### src/verilog/moat_consts.vh
// constants for the management request and supervision timer block
`ifndef MOAT_CONSTS_VH
`define MOAT_CONSTS_VH
// ---------------------------------------------------------------
// timing
// ---------------------------------------------------------------
`define MOAT_CLK_PERIOD_NS   4
`define MOAT_SEC_NS          1000000000
`define MOAT_TICK_CYCLES     (`MOAT_SEC_NS / `MOAT_CLK_PERIOD_NS)
// ---------------------------------------------------------------
// register byte offsets and reset values
// ---------------------------------------------------------------
`define MOAT_ADR_CTRL        8'h00
`define MOAT_ADR_STAT        8'h04
`define MOAT_ADR_TIMERS      8'h08
`define MOAT_ADR_DATA        8'h0C
`define MOAT_CTRL_RST        32'h00003C70
// ctrl fields
`define MOAT_CTRL_ISO        1
`define MOAT_CTRL_RES_LO     4
`define MOAT_CTRL_RES_HI     6
`define MOAT_CTRL_ALV_LO     8
`define MOAT_CTRL_ALV_HI     15
// ---------------------------------------------------------------
// management function codes and answers
// ---------------------------------------------------------------
`define MOAT_FN_LOGIN        4'h0
`define MOAT_FN_QUERY        4'h1
`define MOAT_FN_STREAM       4'h2
`define MOAT_FN_RECONNECT    4'h3
`define MOAT_FN_PASSWORD     4'h4
`define MOAT_FN_RSV5         4'h5
`define MOAT_FN_RSV6         4'h6
`define MOAT_FN_LOGOUT       4'h7
`define MOAT_FN_RSV8         4'h8
`define MOAT_FN_RSV9         4'h9
`define MOAT_FN_RSVA         4'hA
`define MOAT_FN_ABORT        4'hB
`define MOAT_FN_ABORT_SET    4'hC
`define MOAT_FN_CLEAR_SET    4'hD
`define MOAT_FN_LU_RESET     4'hE
`define MOAT_FN_TGT_RESET    4'hF
`define MOAT_RESP_COMPLETE   2'h0
`define MOAT_ST_OK           8'h00
`define MOAT_ST_NOT_SUPP     8'h01
`define MOAT_FMT_NORMAL      2'h0
`define MOAT_FMT_UNSOL       2'h3
// ---------------------------------------------------------------
// resumption code to seconds
// ---------------------------------------------------------------
`define MOAT_RES_SEC_0       9'h001
`define MOAT_RES_SEC_1       9'h005
`define MOAT_RES_SEC_2       9'h00A
`define MOAT_RES_SEC_3       9'h00F
`define MOAT_RES_SEC_4       9'h01E
`define MOAT_RES_SEC_5       9'h03C
`define MOAT_RES_SEC_6       9'h078
`define MOAT_RES_SEC_7       9'h12C
`endif

### src/verilog/moat_core.v
// management request dispatch, completion status and supervision timers
//
// The register addresses and the Wishbone interface to the registers are this design's own decisions.
`default_nettype none
`include "moat_consts.vh"

module moat_core #(
  parameter TICK_CYCLES = `MOAT_TICK_CYCLES,
  parameter LEN_W       = 21
) (
  // clock and reset
  input  wire             clk_i,
  input  wire             rst_i,
  // wishbone slave
  input  wire             wb_cyc_i,
  input  wire             wb_stb_i,
  input  wire             wb_we_i,
  input  wire [7:0]       wb_adr_i,
  input  wire [3:0]       wb_sel_i,
  input  wire [31:0]      wb_dat_i,
  output reg  [31:0]      wb_dat_o,
  output reg              wb_ack_o,
  // management and stream requests
  input  wire             req_valid_i,
  input  wire             req_stream_i,
  input  wire [3:0]       req_func_i,
  input  wire [2:0]       login_res_req_i,
  input  wire [7:0]       login_alv_req_i,
  output reg              mgmt_done_o,
  output reg  [1:0]       mgmt_resp_o,
  output reg  [7:0]       mgmt_status_o,
  output reg  [2:0]       login_res_code_o,
  output reg  [7:0]       login_alv_sec_o,
  // task actions
  output reg              abort_task_o,
  output reg              abort_set_o,
  output reg              lu_reset_o,
  output reg              tgt_reset_o,
  output reg              release_o,
  // bus and initiator events
  input  wire             bus_reset_i,
  input  wire             doorbell_wr_i,
  input  wire             list_addr_wr_i,
  input  wire             credit_grant_i,
  // command completion
  input  wire             cmd_done_i,
  input  wire [LEN_W-1:0] cmd_bytes_i,
  output reg              sts_valid_o,
  output reg  [1:0]       sts_fmt_o,
  output reg              sts_data_available_flag_o,
  output reg  [LEN_W-1:0] sts_valid_len_o
);

  // session states
  localparam [1:0] SES_IDLE   = 2'b00;
  localparam [1:0] SES_ACTIVE = 2'b01;
  localparam [1:0] SES_RESUME = 2'b10;
  // divider end count, cut to the counter width on purpose
  localparam integer TICK_LAST_I = TICK_CYCLES - 1;
  localparam [27:0] TICK_LAST = TICK_LAST_I[27:0];

  // ---------------------------------------------------------------
  // state
  // ---------------------------------------------------------------
  reg [31:0]      ctrl_ff;
  reg             data_avail_ff;
  reg [27:0]      tick_cnt_ff;
  reg             tick_ff;
  reg [1:0]       ses_ff;
  reg [2:0]       neg_res_ff;
  reg [7:0]       neg_alv_ff;
  reg [8:0]       res_cnt_ff;
  reg [7:0]       alv_cnt_ff;
  reg             ping_wait_ff;
  reg             credit_ff;
  reg             ping_req_ff;
  reg [3:0]       last_fn_ff;

  // ---------------------------------------------------------------
  // combinational helpers
  // ---------------------------------------------------------------
  wire [2:0] max_res    = ctrl_ff[`MOAT_CTRL_RES_HI:`MOAT_CTRL_RES_LO];
  wire [7:0] max_alv    = ctrl_ff[`MOAT_CTRL_ALV_HI:`MOAT_CTRL_ALV_LO];
  wire       iso_on     = ctrl_ff[`MOAT_CTRL_ISO];
  wire       activity   = doorbell_wr_i | list_addr_wr_i | credit_grant_i;
  wire       wb_req     = wb_cyc_i & wb_stb_i & ~wb_ack_o;
  wire       mgmt_req   = req_valid_i & ~req_stream_i;
  reg  [2:0] nxt_res;
  reg  [7:0] nxt_alv;
  reg  [8:0] res_limit;
  // zero alive seconds counts as one; either expires on the first tick without activity
  wire [7:0] alv_limit  = (neg_alv_ff == 8'h00) ? 8'h01 : neg_alv_ff;
  // each timer fires on the tick that reaches its limit
  wire       res_expire = tick_ff & (ses_ff == SES_RESUME) &
                          (res_cnt_ff + 9'h001 >= res_limit);
  wire       alv_expire = tick_ff & (ses_ff == SES_ACTIVE) & ~activity &
                          (alv_cnt_ff + 8'h01 >= alv_limit);
  // keepalive leaving now: clears the ping request and uses up the credit
  wire       unsol_sent = sts_valid_o & (sts_fmt_o == `MOAT_FMT_UNSOL);

  // login negotiation: smaller of request and offer
  // isochronous support pins the code to the one second default
  always @* begin
    if (iso_on) begin
      nxt_res = 3'h0;
    end else if (login_res_req_i < max_res) begin
      nxt_res = login_res_req_i;
    end else begin
      nxt_res = max_res;
    end
    if (login_alv_req_i < max_alv) begin
      nxt_alv = login_alv_req_i;
    end else begin
      nxt_alv = max_alv;
    end
  end

  // resumption code lookup
  // whole seconds, five minutes at the top code
  always @* begin
    case (neg_res_ff)
      3'h0: res_limit = `MOAT_RES_SEC_0;
      3'h1: res_limit = `MOAT_RES_SEC_1;
      3'h2: res_limit = `MOAT_RES_SEC_2;
      3'h3: res_limit = `MOAT_RES_SEC_3;
      3'h4: res_limit = `MOAT_RES_SEC_4;
      3'h5: res_limit = `MOAT_RES_SEC_5;
      3'h6: res_limit = `MOAT_RES_SEC_6;
      default: res_limit = `MOAT_RES_SEC_7;
    endcase
  end

  // ---------------------------------------------------------------
  // wishbone slave, one wait cycle per access
  // ---------------------------------------------------------------
  always @(posedge clk_i) begin
    if (rst_i) begin
      wb_ack_o      <= 1'b0;
      wb_dat_o      <= 32'h00000000;
      ctrl_ff       <= `MOAT_CTRL_RST;
      data_avail_ff <= 1'b0;
    end else begin
      // ack follows the taking edge; read data stands with it one cycle
      wb_ack_o <= wb_req;
      wb_dat_o <= 32'h00000000;
      // writes land on the taking edge; status and timer words are read only
      if (wb_req & wb_we_i) begin
        // upper half of ctrl is reserved and reads as zero
        if (wb_adr_i == `MOAT_ADR_CTRL) begin
          if (wb_sel_i[0]) begin
            ctrl_ff[7:0] <= wb_dat_i[7:0];
          end
          if (wb_sel_i[1]) begin
            ctrl_ff[15:8] <= wb_dat_i[15:8];
          end
        end else if (wb_adr_i == `MOAT_ADR_DATA) begin
          if (wb_sel_i[0]) begin
            data_avail_ff <= wb_dat_i[0];
          end
        end
      end else if (wb_req) begin
        if (wb_adr_i == `MOAT_ADR_CTRL) begin
          wb_dat_o <= {16'h0000, ctrl_ff[15:0]};
        end else if (wb_adr_i == `MOAT_ADR_STAT) begin
          // status word, low to high: session, ping wait, credit, code, function
          wb_dat_o <= {20'h00000,
                       last_fn_ff,
                       1'b0,
                       neg_res_ff,
                       credit_ff,
                       ping_wait_ff,
                       ses_ff};
        end else if (wb_adr_i == `MOAT_ADR_TIMERS) begin
          // timer word: negotiated alive, alive count, release count
          wb_dat_o <= {neg_alv_ff,
                       alv_cnt_ff,
                       7'h00,
                       res_cnt_ff};
        end else if (wb_adr_i == `MOAT_ADR_DATA) begin
          wb_dat_o <= {31'h00000000, data_avail_ff};
        end
      end
    end
  end

  // ---------------------------------------------------------------
  // one second tick
  // ---------------------------------------------------------------
  // free running phase, so timers are good to one second
  always @(posedge clk_i) begin
    if (rst_i) begin
      tick_cnt_ff <= 28'h0000000;
      tick_ff     <= 1'b0;
    end else if (tick_cnt_ff >= TICK_LAST) begin
      tick_cnt_ff <= 28'h0000000;
      tick_ff     <= 1'b1;
    end else begin
      tick_cnt_ff <= tick_cnt_ff + 28'h0000001;
      tick_ff     <= 1'b0;
    end
  end

  // ---------------------------------------------------------------
  // management dispatch and session state
  // ---------------------------------------------------------------
  always @(posedge clk_i) begin
    if (rst_i) begin
      mgmt_done_o      <= 1'b0;
      mgmt_resp_o      <= `MOAT_RESP_COMPLETE;
      mgmt_status_o    <= `MOAT_ST_OK;
      login_res_code_o <= 3'h0;
      login_alv_sec_o  <= 8'h00;
      abort_task_o     <= 1'b0;
      abort_set_o      <= 1'b0;
      lu_reset_o       <= 1'b0;
      tgt_reset_o      <= 1'b0;
      release_o        <= 1'b0;
      ses_ff           <= SES_IDLE;
      neg_res_ff       <= 3'h0;
      neg_alv_ff       <= 8'h00;
      res_cnt_ff       <= 9'h000;
      alv_cnt_ff       <= 8'h00;
      ping_wait_ff     <= 1'b0;
      ping_req_ff      <= 1'b0;
      last_fn_ff       <= 4'h0;
    end else begin
      // done follows every request; action outputs are one-cycle pulses
      mgmt_done_o  <= req_valid_i;
      mgmt_resp_o  <= `MOAT_RESP_COMPLETE;
      abort_task_o <= 1'b0;
      abort_set_o  <= 1'b0;
      lu_reset_o   <= 1'b0;
      tgt_reset_o  <= 1'b0;
      release_o    <= 1'b0;
      // the ping request drops once its message is out
      if (unsol_sent) begin
        ping_req_ff <= 1'b0;
      end
      // stream requests always refused
      if (req_valid_i & req_stream_i) begin
        mgmt_status_o <= `MOAT_ST_NOT_SUPP;
      end
      // release timer: runs from first bus reset, never paused
      // a bus reset in resume state is ignored: the deadline is absolute
      if (ses_ff == SES_ACTIVE && bus_reset_i) begin
        ses_ff     <= SES_RESUME;
        res_cnt_ff <= 9'h000;
      end else if (res_expire) begin
        ses_ff     <= SES_IDLE;
        res_cnt_ff <= 9'h000;
        release_o  <= 1'b1;
      end else if (ses_ff == SES_RESUME && tick_ff) begin
        res_cnt_ff <= res_cnt_ff + 9'h001;
      end
      // alive timer supervision
      // activity wins over an expiry in the same cycle
      if (ses_ff == SES_ACTIVE) begin
        if (activity) begin
          alv_cnt_ff   <= 8'h00;
          ping_wait_ff <= 1'b0;
        end else if (alv_expire) begin
          alv_cnt_ff <= 8'h00;
          // ping unanswered, or no credit to ping with: give up
          if (ping_wait_ff | ~credit_ff) begin
            ses_ff       <= SES_IDLE;
            ping_wait_ff <= 1'b0;
            release_o    <= 1'b1;
          end else begin
            ping_req_ff  <= 1'b1;
            ping_wait_ff <= 1'b1;
          end
        end else if (tick_ff) begin
          alv_cnt_ff <= alv_cnt_ff + 8'h01;
        end
      end else begin
        alv_cnt_ff   <= 8'h00;
        ping_wait_ff <= 1'b0;
      end
      // function dispatch
      // login is always taken; validation sits outside this block
      if (mgmt_req) begin
        last_fn_ff    <= req_func_i;
        mgmt_status_o <= `MOAT_ST_OK;
        case (req_func_i)
          `MOAT_FN_LOGIN: begin
            ses_ff           <= SES_ACTIVE;
            neg_res_ff       <= nxt_res;
            neg_alv_ff       <= nxt_alv;
            login_res_code_o <= nxt_res;
            login_alv_sec_o  <= nxt_alv;
            res_cnt_ff       <= 9'h000;
            alv_cnt_ff       <= 8'h00;
          end
          `MOAT_FN_RECONNECT: begin
            // outside the resume window a reconnect has no effect
            if (ses_ff == SES_RESUME && !res_expire) begin
              ses_ff     <= SES_ACTIVE;
              res_cnt_ff <= 9'h000;
              alv_cnt_ff <= 8'h00;
            end
          end
          `MOAT_FN_LOGOUT: begin
            // explicit logout frees the session at once
            ses_ff     <= SES_IDLE;
            res_cnt_ff <= 9'h000;
            release_o  <= 1'b1;
          end
          `MOAT_FN_ABORT: begin
            abort_task_o <= 1'b1;
          end
          `MOAT_FN_ABORT_SET: begin
            abort_set_o <= 1'b1;
          end
          `MOAT_FN_LU_RESET: begin
            lu_reset_o <= 1'b1;
          end
          `MOAT_FN_TGT_RESET: begin
            // target reset drops the session too
            tgt_reset_o <= 1'b1;
            ses_ff      <= SES_IDLE;
            res_cnt_ff  <= 9'h000;
            release_o   <= 1'b1;
          end
          `MOAT_FN_STREAM, `MOAT_FN_PASSWORD, `MOAT_FN_CLEAR_SET: begin
            mgmt_status_o <= `MOAT_ST_NOT_SUPP;
          end
          default: begin
            mgmt_status_o <= `MOAT_ST_OK; // query and reserved codes
          end
        endcase
      end
    end
  end

  // ---------------------------------------------------------------
  // unsolicited status credit, a grant wins over consumption
  // ---------------------------------------------------------------
  always @(posedge clk_i) begin
    if (rst_i) begin
      credit_ff <= 1'b0;
    end else if (credit_grant_i) begin
      credit_ff <= 1'b1;
    end else if (ses_ff == SES_IDLE) begin
      credit_ff <= 1'b0; // a new login starts without credit
    end else if (unsol_sent) begin
      credit_ff <= 1'b0;
    end
  end

  // ---------------------------------------------------------------
  // completion and unsolicited status words
  // ---------------------------------------------------------------
  always @(posedge clk_i) begin
    if (rst_i) begin
      sts_valid_o               <= 1'b0;
      sts_fmt_o                 <= `MOAT_FMT_NORMAL;
      sts_data_available_flag_o <= 1'b0;
      sts_valid_len_o           <= {LEN_W{1'b0}};
    end else if (cmd_done_i) begin
      // a completion wins over a pending ping, which waits
      sts_valid_o               <= 1'b1;
      sts_fmt_o                 <= `MOAT_FMT_NORMAL;
      sts_data_available_flag_o <= data_avail_ff;
      sts_valid_len_o           <= cmd_bytes_i;
    end else if (ping_req_ff & ~unsol_sent) begin
      // keepalive carries no new status and a zero length
      sts_valid_o               <= 1'b1;
      sts_fmt_o                 <= `MOAT_FMT_UNSOL;
      sts_data_available_flag_o <= data_avail_ff; // current static state
      sts_valid_len_o           <= {LEN_W{1'b0}};
    end else begin
      sts_valid_o <= 1'b0;
    end
  end

endmodule // moat_core
`default_nettype wire

### config.mk
export PLATFORM = sky130hd
export DESIGN_NAME = moat_core
export DESIGN_NICKNAME = d
export VERILOG_FILES = /design/src/verilog/moat_core.v
export VERILOG_INCLUDE_DIRS = /design/src /design/src/verilog
export SDC_FILE = /design/constraint.sdc
export NUM_CORES = 1
export LEC_CHECK = 0
export BUFFER_PORTS_ARGS = -buffer_cell sky130_fd_sc_hd__buf_4
export CAP_MARGIN = 20
export CORE_AREA = 10 10 145 213
export CTS_BUF_LIST = sky130_fd_sc_hd__clkbuf_8
export DETAILED_ROUTE_END_ITERATION = 7
export DIE_AREA = 0 0 155 223
export SETUP_SLACK_MARGIN = 0.15
export SLEW_MARGIN = 5
export SYNTH_ARGS = -nofsm -noshare
export SYNTH_HDL_FRONTEND = slang
export SYNTH_SLANG_ARGS = --single-unit
### constraint.sdc
create_clock -name clk_i -period 7.81 [get_ports clk_i]
set_clock_uncertainty 0.15 [all_clocks]
set_input_delay 0.3905 -clock clk_i [delete_from_list [all_inputs] [get_ports clk_i]]
set_output_delay 0.3905 -clock clk_i [all_outputs]
set_load 0.02 [all_outputs]
### After elaboration in Yosys (flattened, before gate mapping)

Cells that the tools add are included.

* add/sub/neg operators: 3
* $lt $le $gt $ge: 5
* eq/ne operators: 21
* multiplexer cells: 62
* bitwise operators: 24
* reduce and logical (&&, ||, !) cells: 25

Operator list (count)
* two-way mux 8 bit: 10
* one-hot mux 9 bit (7 select lines): 1
* two-way mux 9 bit: 5
* two-way mux 21 bit: 2
* two-way mux 16 bit: 2
* two-way mux 32 bit: 1
* adder 28 x 1 -> 28 bit (second input constant): 1
* >= comparator 28 bit (second input constant): 1
* two-way mux 1 bit: 28
* equality test 4 bit (second input constant): 5
* one-hot mux 9 bit (2 select lines): 1
* equality test 8 x 4 -> 1 bit (second input constant): 2
* logical NOT 8 bit: 2
* two-way mux 2 bit: 8
* one-hot mux 8 bit (2 select lines): 1
* bitwise AND 1 bit: 12
* OR reduction 3 bit: 4
* adder 9 x 1 -> 9 bit (second input constant): 1
* equality test 3 bit (second input constant): 3
* >= comparator 9 bit: 1
* inverter 1 bit: 9
* adder 8 x 1 -> 8 bit (second input constant): 1
* equality test 4 x 2 -> 1 bit (second input constant): 2
* equality test 4 x 3 -> 1 bit (second input constant): 2
* other kinds (23): 35

* flip-flop bits (word level): 154
* input bits: 92
* output and inout bits: 85
* logic and storage cells: 168

### Depth between registers and ports, before layout

* depth after elaboration: 13
* depth in mapped cells: 11
* gate-level depth less buffers: 11

### Worst setup path after synthesis

OpenSTA, ideal clock, no wires.

* path type: register to register
* start point: register res_cnt_ff[0]
* end point: register ses_ff[0]
* setup time: 83 ps
* arrival time: 2380 ps
* data required time: 7577 ps
* path slack: 5197 ps
* stages on the path, launching flop included: 11
* path buffers: 0
* clock period less this slack: 2613 ps
* path through: dfxtp_1 > ha_1 > nand3_1 > or2_2 > xnor2_1 > ha_1 > a21oi_1 > nand3_1 > or2_2 > a31o_2 > o221ai_1

* cells in the longest elaborated chain, start to end: 12
* elaborated cells on any way between the ends: 14
* classes of those cells: add/sub: 1; order compare: 1; mux: 9; bitwise: 1; reduce/logical: 2

RTL lines
* from (decl): RTL line moat_core.v:72 `reg [8:0] res_cnt_ff;`
* from (signal assigned): RTL line moat_core.v:253 `res_cnt_ff <= res_cnt_ff + 9'h001;`
* adder 9 x 1 -> 9 bit (*): RTL line moat_core.v:95 `(res_cnt_ff + 9'h001 >= res_limit);`
* >= comparator 9 bit (*): RTL line moat_core.v:95
* bitwise AND 1 bit (*): RTL line moat_core.v:94 `wire res_expire = tick_ff & (ses_ff == SES_RESUME) &`
* two-way mux 2 bit: RTL line moat_core.v:248 `end else if (res_expire) begin`
* two-way mux 2 bit: RTL line moat_core.v:245 `if (ses_ff == SES_ACTIVE && bus_reset_i) begin`
* two-way mux 2 bit: RTL line moat_core.v:264 `if (ping_wait_ff | ~credit_ff) begin`
* two-way mux 2 bit: RTL line moat_core.v:261 `end else if (alv_expire) begin`
* two-way mux 2 bit: RTL line moat_core.v:258 `if (activity) begin`
* two-way mux 2 bit: RTL line moat_core.v:257 `if (ses_ff == SES_ACTIVE) begin`
* two-way mux 2 bit: RTL line moat_core.v:296 `if (ses_ff == SES_RESUME && !res_expire) begin`
* one-hot mux 2 bit (3 select lines): RTL line moat_core.v:284 `case (req_func_i)`
* two-way mux 2 bit (*): RTL line moat_core.v:281 `if (mgmt_req) begin`
* to (signal assigned): RTL line moat_core.v:265 `ses_ff <= SES_IDLE;`
* to (signal assigned): RTL line moat_core.v:286 `ses_ff <= SES_ACTIVE;`
* to (signal assigned): RTL line moat_core.v:297 `ses_ff <= SES_ACTIVE;`
* to (decl): RTL line moat_core.v:69 `reg [1:0] ses_ff;`

Mark *: on every way between the ends. The rest lies on a longest branch, timed or not.
A chain may end at the register's enable or synchronous reset.

### Final worst setup path

* start point: register res_cnt_ff[0]
* end point: register res_cnt_ff[1]

* cells in the longest elaborated chain, start to end: 8
* elaborated cells on any way between the ends: 11
* classes of those cells: add/sub: 1; order compare: 1; mux: 6; bitwise: 1; reduce/logical: 2

RTL lines (RTL line)
* adder 9 x 1 -> 9 bit (*): moat_core.v:95, moat_core.v:253
* >= comparator 9 bit: moat_core.v:95
* bitwise AND 1 bit: moat_core.v:94
* two-way mux 9 bit or logical NOT 1 bit (tied branches): moat_core.v:248, moat_core.v:296
* two-way mux 9 bit or logical AND 1 bit (tied branches): moat_core.v:245, moat_core.v:296
* two-way mux 9 bit: moat_core.v:296
* one-hot mux 9 bit (2 select lines): moat_core.v:284
* two-way mux 9 bit (*): moat_core.v:281

Marked as above.

==> impl_results.md <==
* Worst-path maximum fanout at 9
* Nets@finish at 1028
* Warnings from Yosys at 0
* Slowest cell on crit path: dfxtp_1
* Pwr Total at 1.51 mW
* DP HPWL at 14700 um
* Hold_ws at 0.0436 ns
* Die span in x at 155 um
* Wirelength per Cell at 15.2 um
* Final Hold Viols at 0
* Cell area after synthesis at 6650 um2
* Residual DRC at 0
* All-Layer GR Usage at 0.111
* Area growth syn-to-layout at 32.8%
* CP Class: reg -> reg
* Initial detailed-routing violation count at 276
* Placed Instances at 1190
* Vias per std cell at 4.48
* Post-route insts no fill at 1266
* First-pass GRT wire length at 30500 um
* Fin crit share at 0.381
* Worst-path cell chain: ha_1, nand3_1, or2_2, xnor2_1, ha_1, a21oi_1, nand3_1, o311ai_4, nand3_4, a21oi_2
* DR vias at 5667
* CP max stage delay at 0.48 ns
* Starting Density at 0.245
* CTS tree: done
* Max Root-Sink Buffers at 2
* Pre-antenna DRT Iters at 4
* Avg Cell Area, Syn at 9.10 um2
* Pwr dens at 171 nW/um2
* Core ar. at 27100 um2
* Num CTS Buffers at 17
* Worst slack at placement at 4.87 ns
* Clock latency on the worst-skew pair at 0.47 ns
* Share of layout cells above drive strength 1 at 0.226
* Worst Path Required at 8.06 ns
* Yosys cell types at 62
* PortBufs at 149
* Crit path launch type: flop
* Final min period at 2.97 ns
* Sum Neg Setup Slack at 0 ns
* Slew margin rel. at 0.372
* Die footprint at 34600 um2
* Final setup violating endpoints at 0
* EDFF count, synth at 0
* Cell count after synthesis at 731
* Number of global-route vias before repair at 5933
* Leakage power at 3.64 nW
* Final max-slew violation count at 0
* RSZ-0062 raised after global routing: no
* Sinks on Clock Net at 147
* HP Class: in -> reg
* Post-route cell area at 8840 um2
* Grt total ovfl at 0
* Worst-path clk slew at 0.09 ns
* Max Cap Viol at 0
* Synth Register Bits at 147
* Initial antenna violation count at 2
* Worst setup margin at 4.84 ns
* Peak supply drop at 0.000112 V
* Pin count of the biggest net entering global routing at 67
* DRT antenna net count at 0
* Buf/Inv on CP at 0
* Crit end category: flop
* Sequential element share of the synthesized area at 0.442
* Placed cell area at 8020 um2
* Prevailing post-synth register cell: dfxtp_1
* CTS H-Tree Depth at 4
* Fraction of registers with async set/reset at 0
* Die height at 223 um
* Worst-Margin Slew at 0.937 ns
* Ports at 177
* CP arrival at 3.22 ns
* Worst path top cell family by delay: simple AND/OR/NAND/NOR gates
* WL final at 19300 um
* Row count at 74
* Max Fclk at 336 MHz
* Final core utilization at 0.326
* Clk root buf: clkbuf_8
* RD Place Congestion at 0.826
* Status: complete, no violations
* Setup bufs post-CTS at 0
## power by group
part	switching (mW)	leakage [nW]	total, mW	internal (mW)
Sequential	0.00678	1.19	0.766	0.759
Clock	0.339	0.198	0.604	0.266
Combinational	0.0692	2.26	0.136	0.0669
Total	0.415	3.64	1.51	1.09
## final cells by class
type                    instances  area (um2)
inverters                      23        86.3
well taps                     342         428
flip-flops and latches        147        2940
repair buffers                191        1540
diodes                          3        7.51
multi-input cells             528        3420
clock buffers                  17         234
clock inverters                15         171
fillers                      2814       18300
## worst reg2reg max path, cell delays in order (launching register included)
cell and delay (ns):
dfxtp_1 0.48, ha_1 0.26, nand3_1 0.16, or2_2 0.38, xnor2_1 0.15, ha_1 0.34, a21oi_1 0.15, nand3_1 0.14
o311ai_4 0.36, nand3_4 0.19, a21oi_2 0.14
## worst paths after layout
path | from | to | slack, ns | cells past startpoint
setup / recovery | res_cnt_ff[0]$_SDFF_PP0_ | res_cnt_ff[1]$_SDFF_PP0_ | 4.84 | 10
hold / removal | wb_dat_i[3] | ctrl_ff[3]$_SDFFE_PP0P_ | 0.04 | 3
setup reg to reg | res_cnt_ff[0]$_SDFF_PP0_ | res_cnt_ff[1]$_SDFF_PP0_ | 4.84 | 10
hold reg to reg | tick_cnt_ff[0]$_SDFF_PP0_ | tick_cnt_ff[0]$_SDFF_PP0_ | 0.31 | 1
## metal layers
layer / GRT usage / up-vias / routed length [um]
met4: 0.0544 / 0 / 588
li1: - / 2841 / -
met5: 0 / - / 0
met2: 0.200 / 136 / 10300
met1: 0.112 / 2654 / 7310
met3: 0.0352 / 36 / 1120
## cell families (layout without fill, tap and decap cells)
family / count (synthesis) / in the layout / synth area share
and+or+nand+nor: 303 / 303 / 0.233
DFF: 147 / 147 / 0.442
AOI/OAI and AO/OA: 107 / 107 / 0.110
buffers and inverters: 64 / 246 / 0.0478
xor gates and xnor gates: 53 / 53 / 0.0698
adders and majority gates: 28 / 28 / 0.0527
muxes: 28 / 28 / 0.0440
other: 1 / 12 / 0.000564
## state kept, by name, summed over array words and instances, names as in the netlist, 2 cells and up
name             cells
alv_cnt_ff           8
ctrl_ff             16
last_fn_ff           4
neg_alv_ff           8
neg_res_ff           3
res_cnt_ff           9
ses_ff               2
sts_valid_len_o     21
tick_cnt_ff         28
wb_dat_o            32
## Yosys cell counts (2+ instances only)
master | number | area share
nand2_1 | 51 | 0.029
nor2_4 | 2 | 0.0034
nor3_1 | 10 | 0.0075
a21oi_1 | 35 | 0.026
a22o_1 | 2 | 0.0026
or4_1 | 3 | 0.0034
a221oi_1 | 5 | 0.0066
buf_6 | 4 | 0.0068
o211ai_1 | 6 | 0.0068
clkbuf_2 | 2 | 0.0015
nor2_1 | 124 | 0.070
nand4_1 | 9 | 0.0085
and3_1 | 6 | 0.0056
o21ai_0 | 6 | 0.0045
clkbuf_1 | 17 | 0.0096
buf_2 | 3 | 0.0023
or3_1 | 2 | 0.0019
a21o_1 | 5 | 0.0056
xor2_1 | 28 | 0.037
nor4_4 | 2 | 0.0064
dfxtp_1 | 147 | 0.44
nand3_4 | 2 | 0.0053
nand4b_1 | 2 | 0.0026
nor4_1 | 5 | 0.0047
nand3_1 | 20 | 0.015
inv_1 | 23 | 0.013
ha_1 | 28 | 0.053
a31oi_1 | 5 | 0.0047
mux2i_1 | 27 | 0.041
and2_1 | 27 | 0.025
a41o_1 | 2 | 0.0030
a211oi_1 | 6 | 0.0068
nor2b_1 | 9 | 0.0085
nand2b_1 | 10 | 0.0094
o21a_1 | 3 | 0.0034
and4_1 | 2 | 0.0026
or2_2 | 5 | 0.0047
nand4_2 | 2 | 0.0038
xnor2_1 | 25 | 0.033
a22oi_1 | 21 | 0.024
o21ai_1 | 2 | 0.0015
buf_4 | 11 | 0.012
nand3b_1 | 3 | 0.0034
buf_1 | 4 | 0.0023
## timing repair
item / in CTS / in global routing
hold buffers: 40 / 0
endpoints found under the hold margin: 41 / 0
resized for setup: 0 / 0
## placed cells by master (no fill, tap or decap), types with 9 or more instances in the layout
| cell type | n |
|---|---|
| nand2_1 | 51 |
| buf_4 | 149 |
| a21oi_1 | 34 |
| a22oi_1 | 21 |
| nor3_1 | 10 |
| nor2_1 | 124 |
| conb_1 | 9 |
| nor2b_1 | 9 |
| nand3_1 | 20 |
| and2_1 | 27 |
| inv_1 | 23 |
| nand4_1 | 9 |
| dlygate4sd3_1 | 40 |
| dfxtp_1 | 147 |
| mux2i_1 | 27 |
| nand2b_1 | 10 |
| xor2_1 | 28 |
| xnor2_1 | 25 |
| clkbuf_8 | 17 |
| ha_1 | 28 |
(Power assumes the default switching activity.)
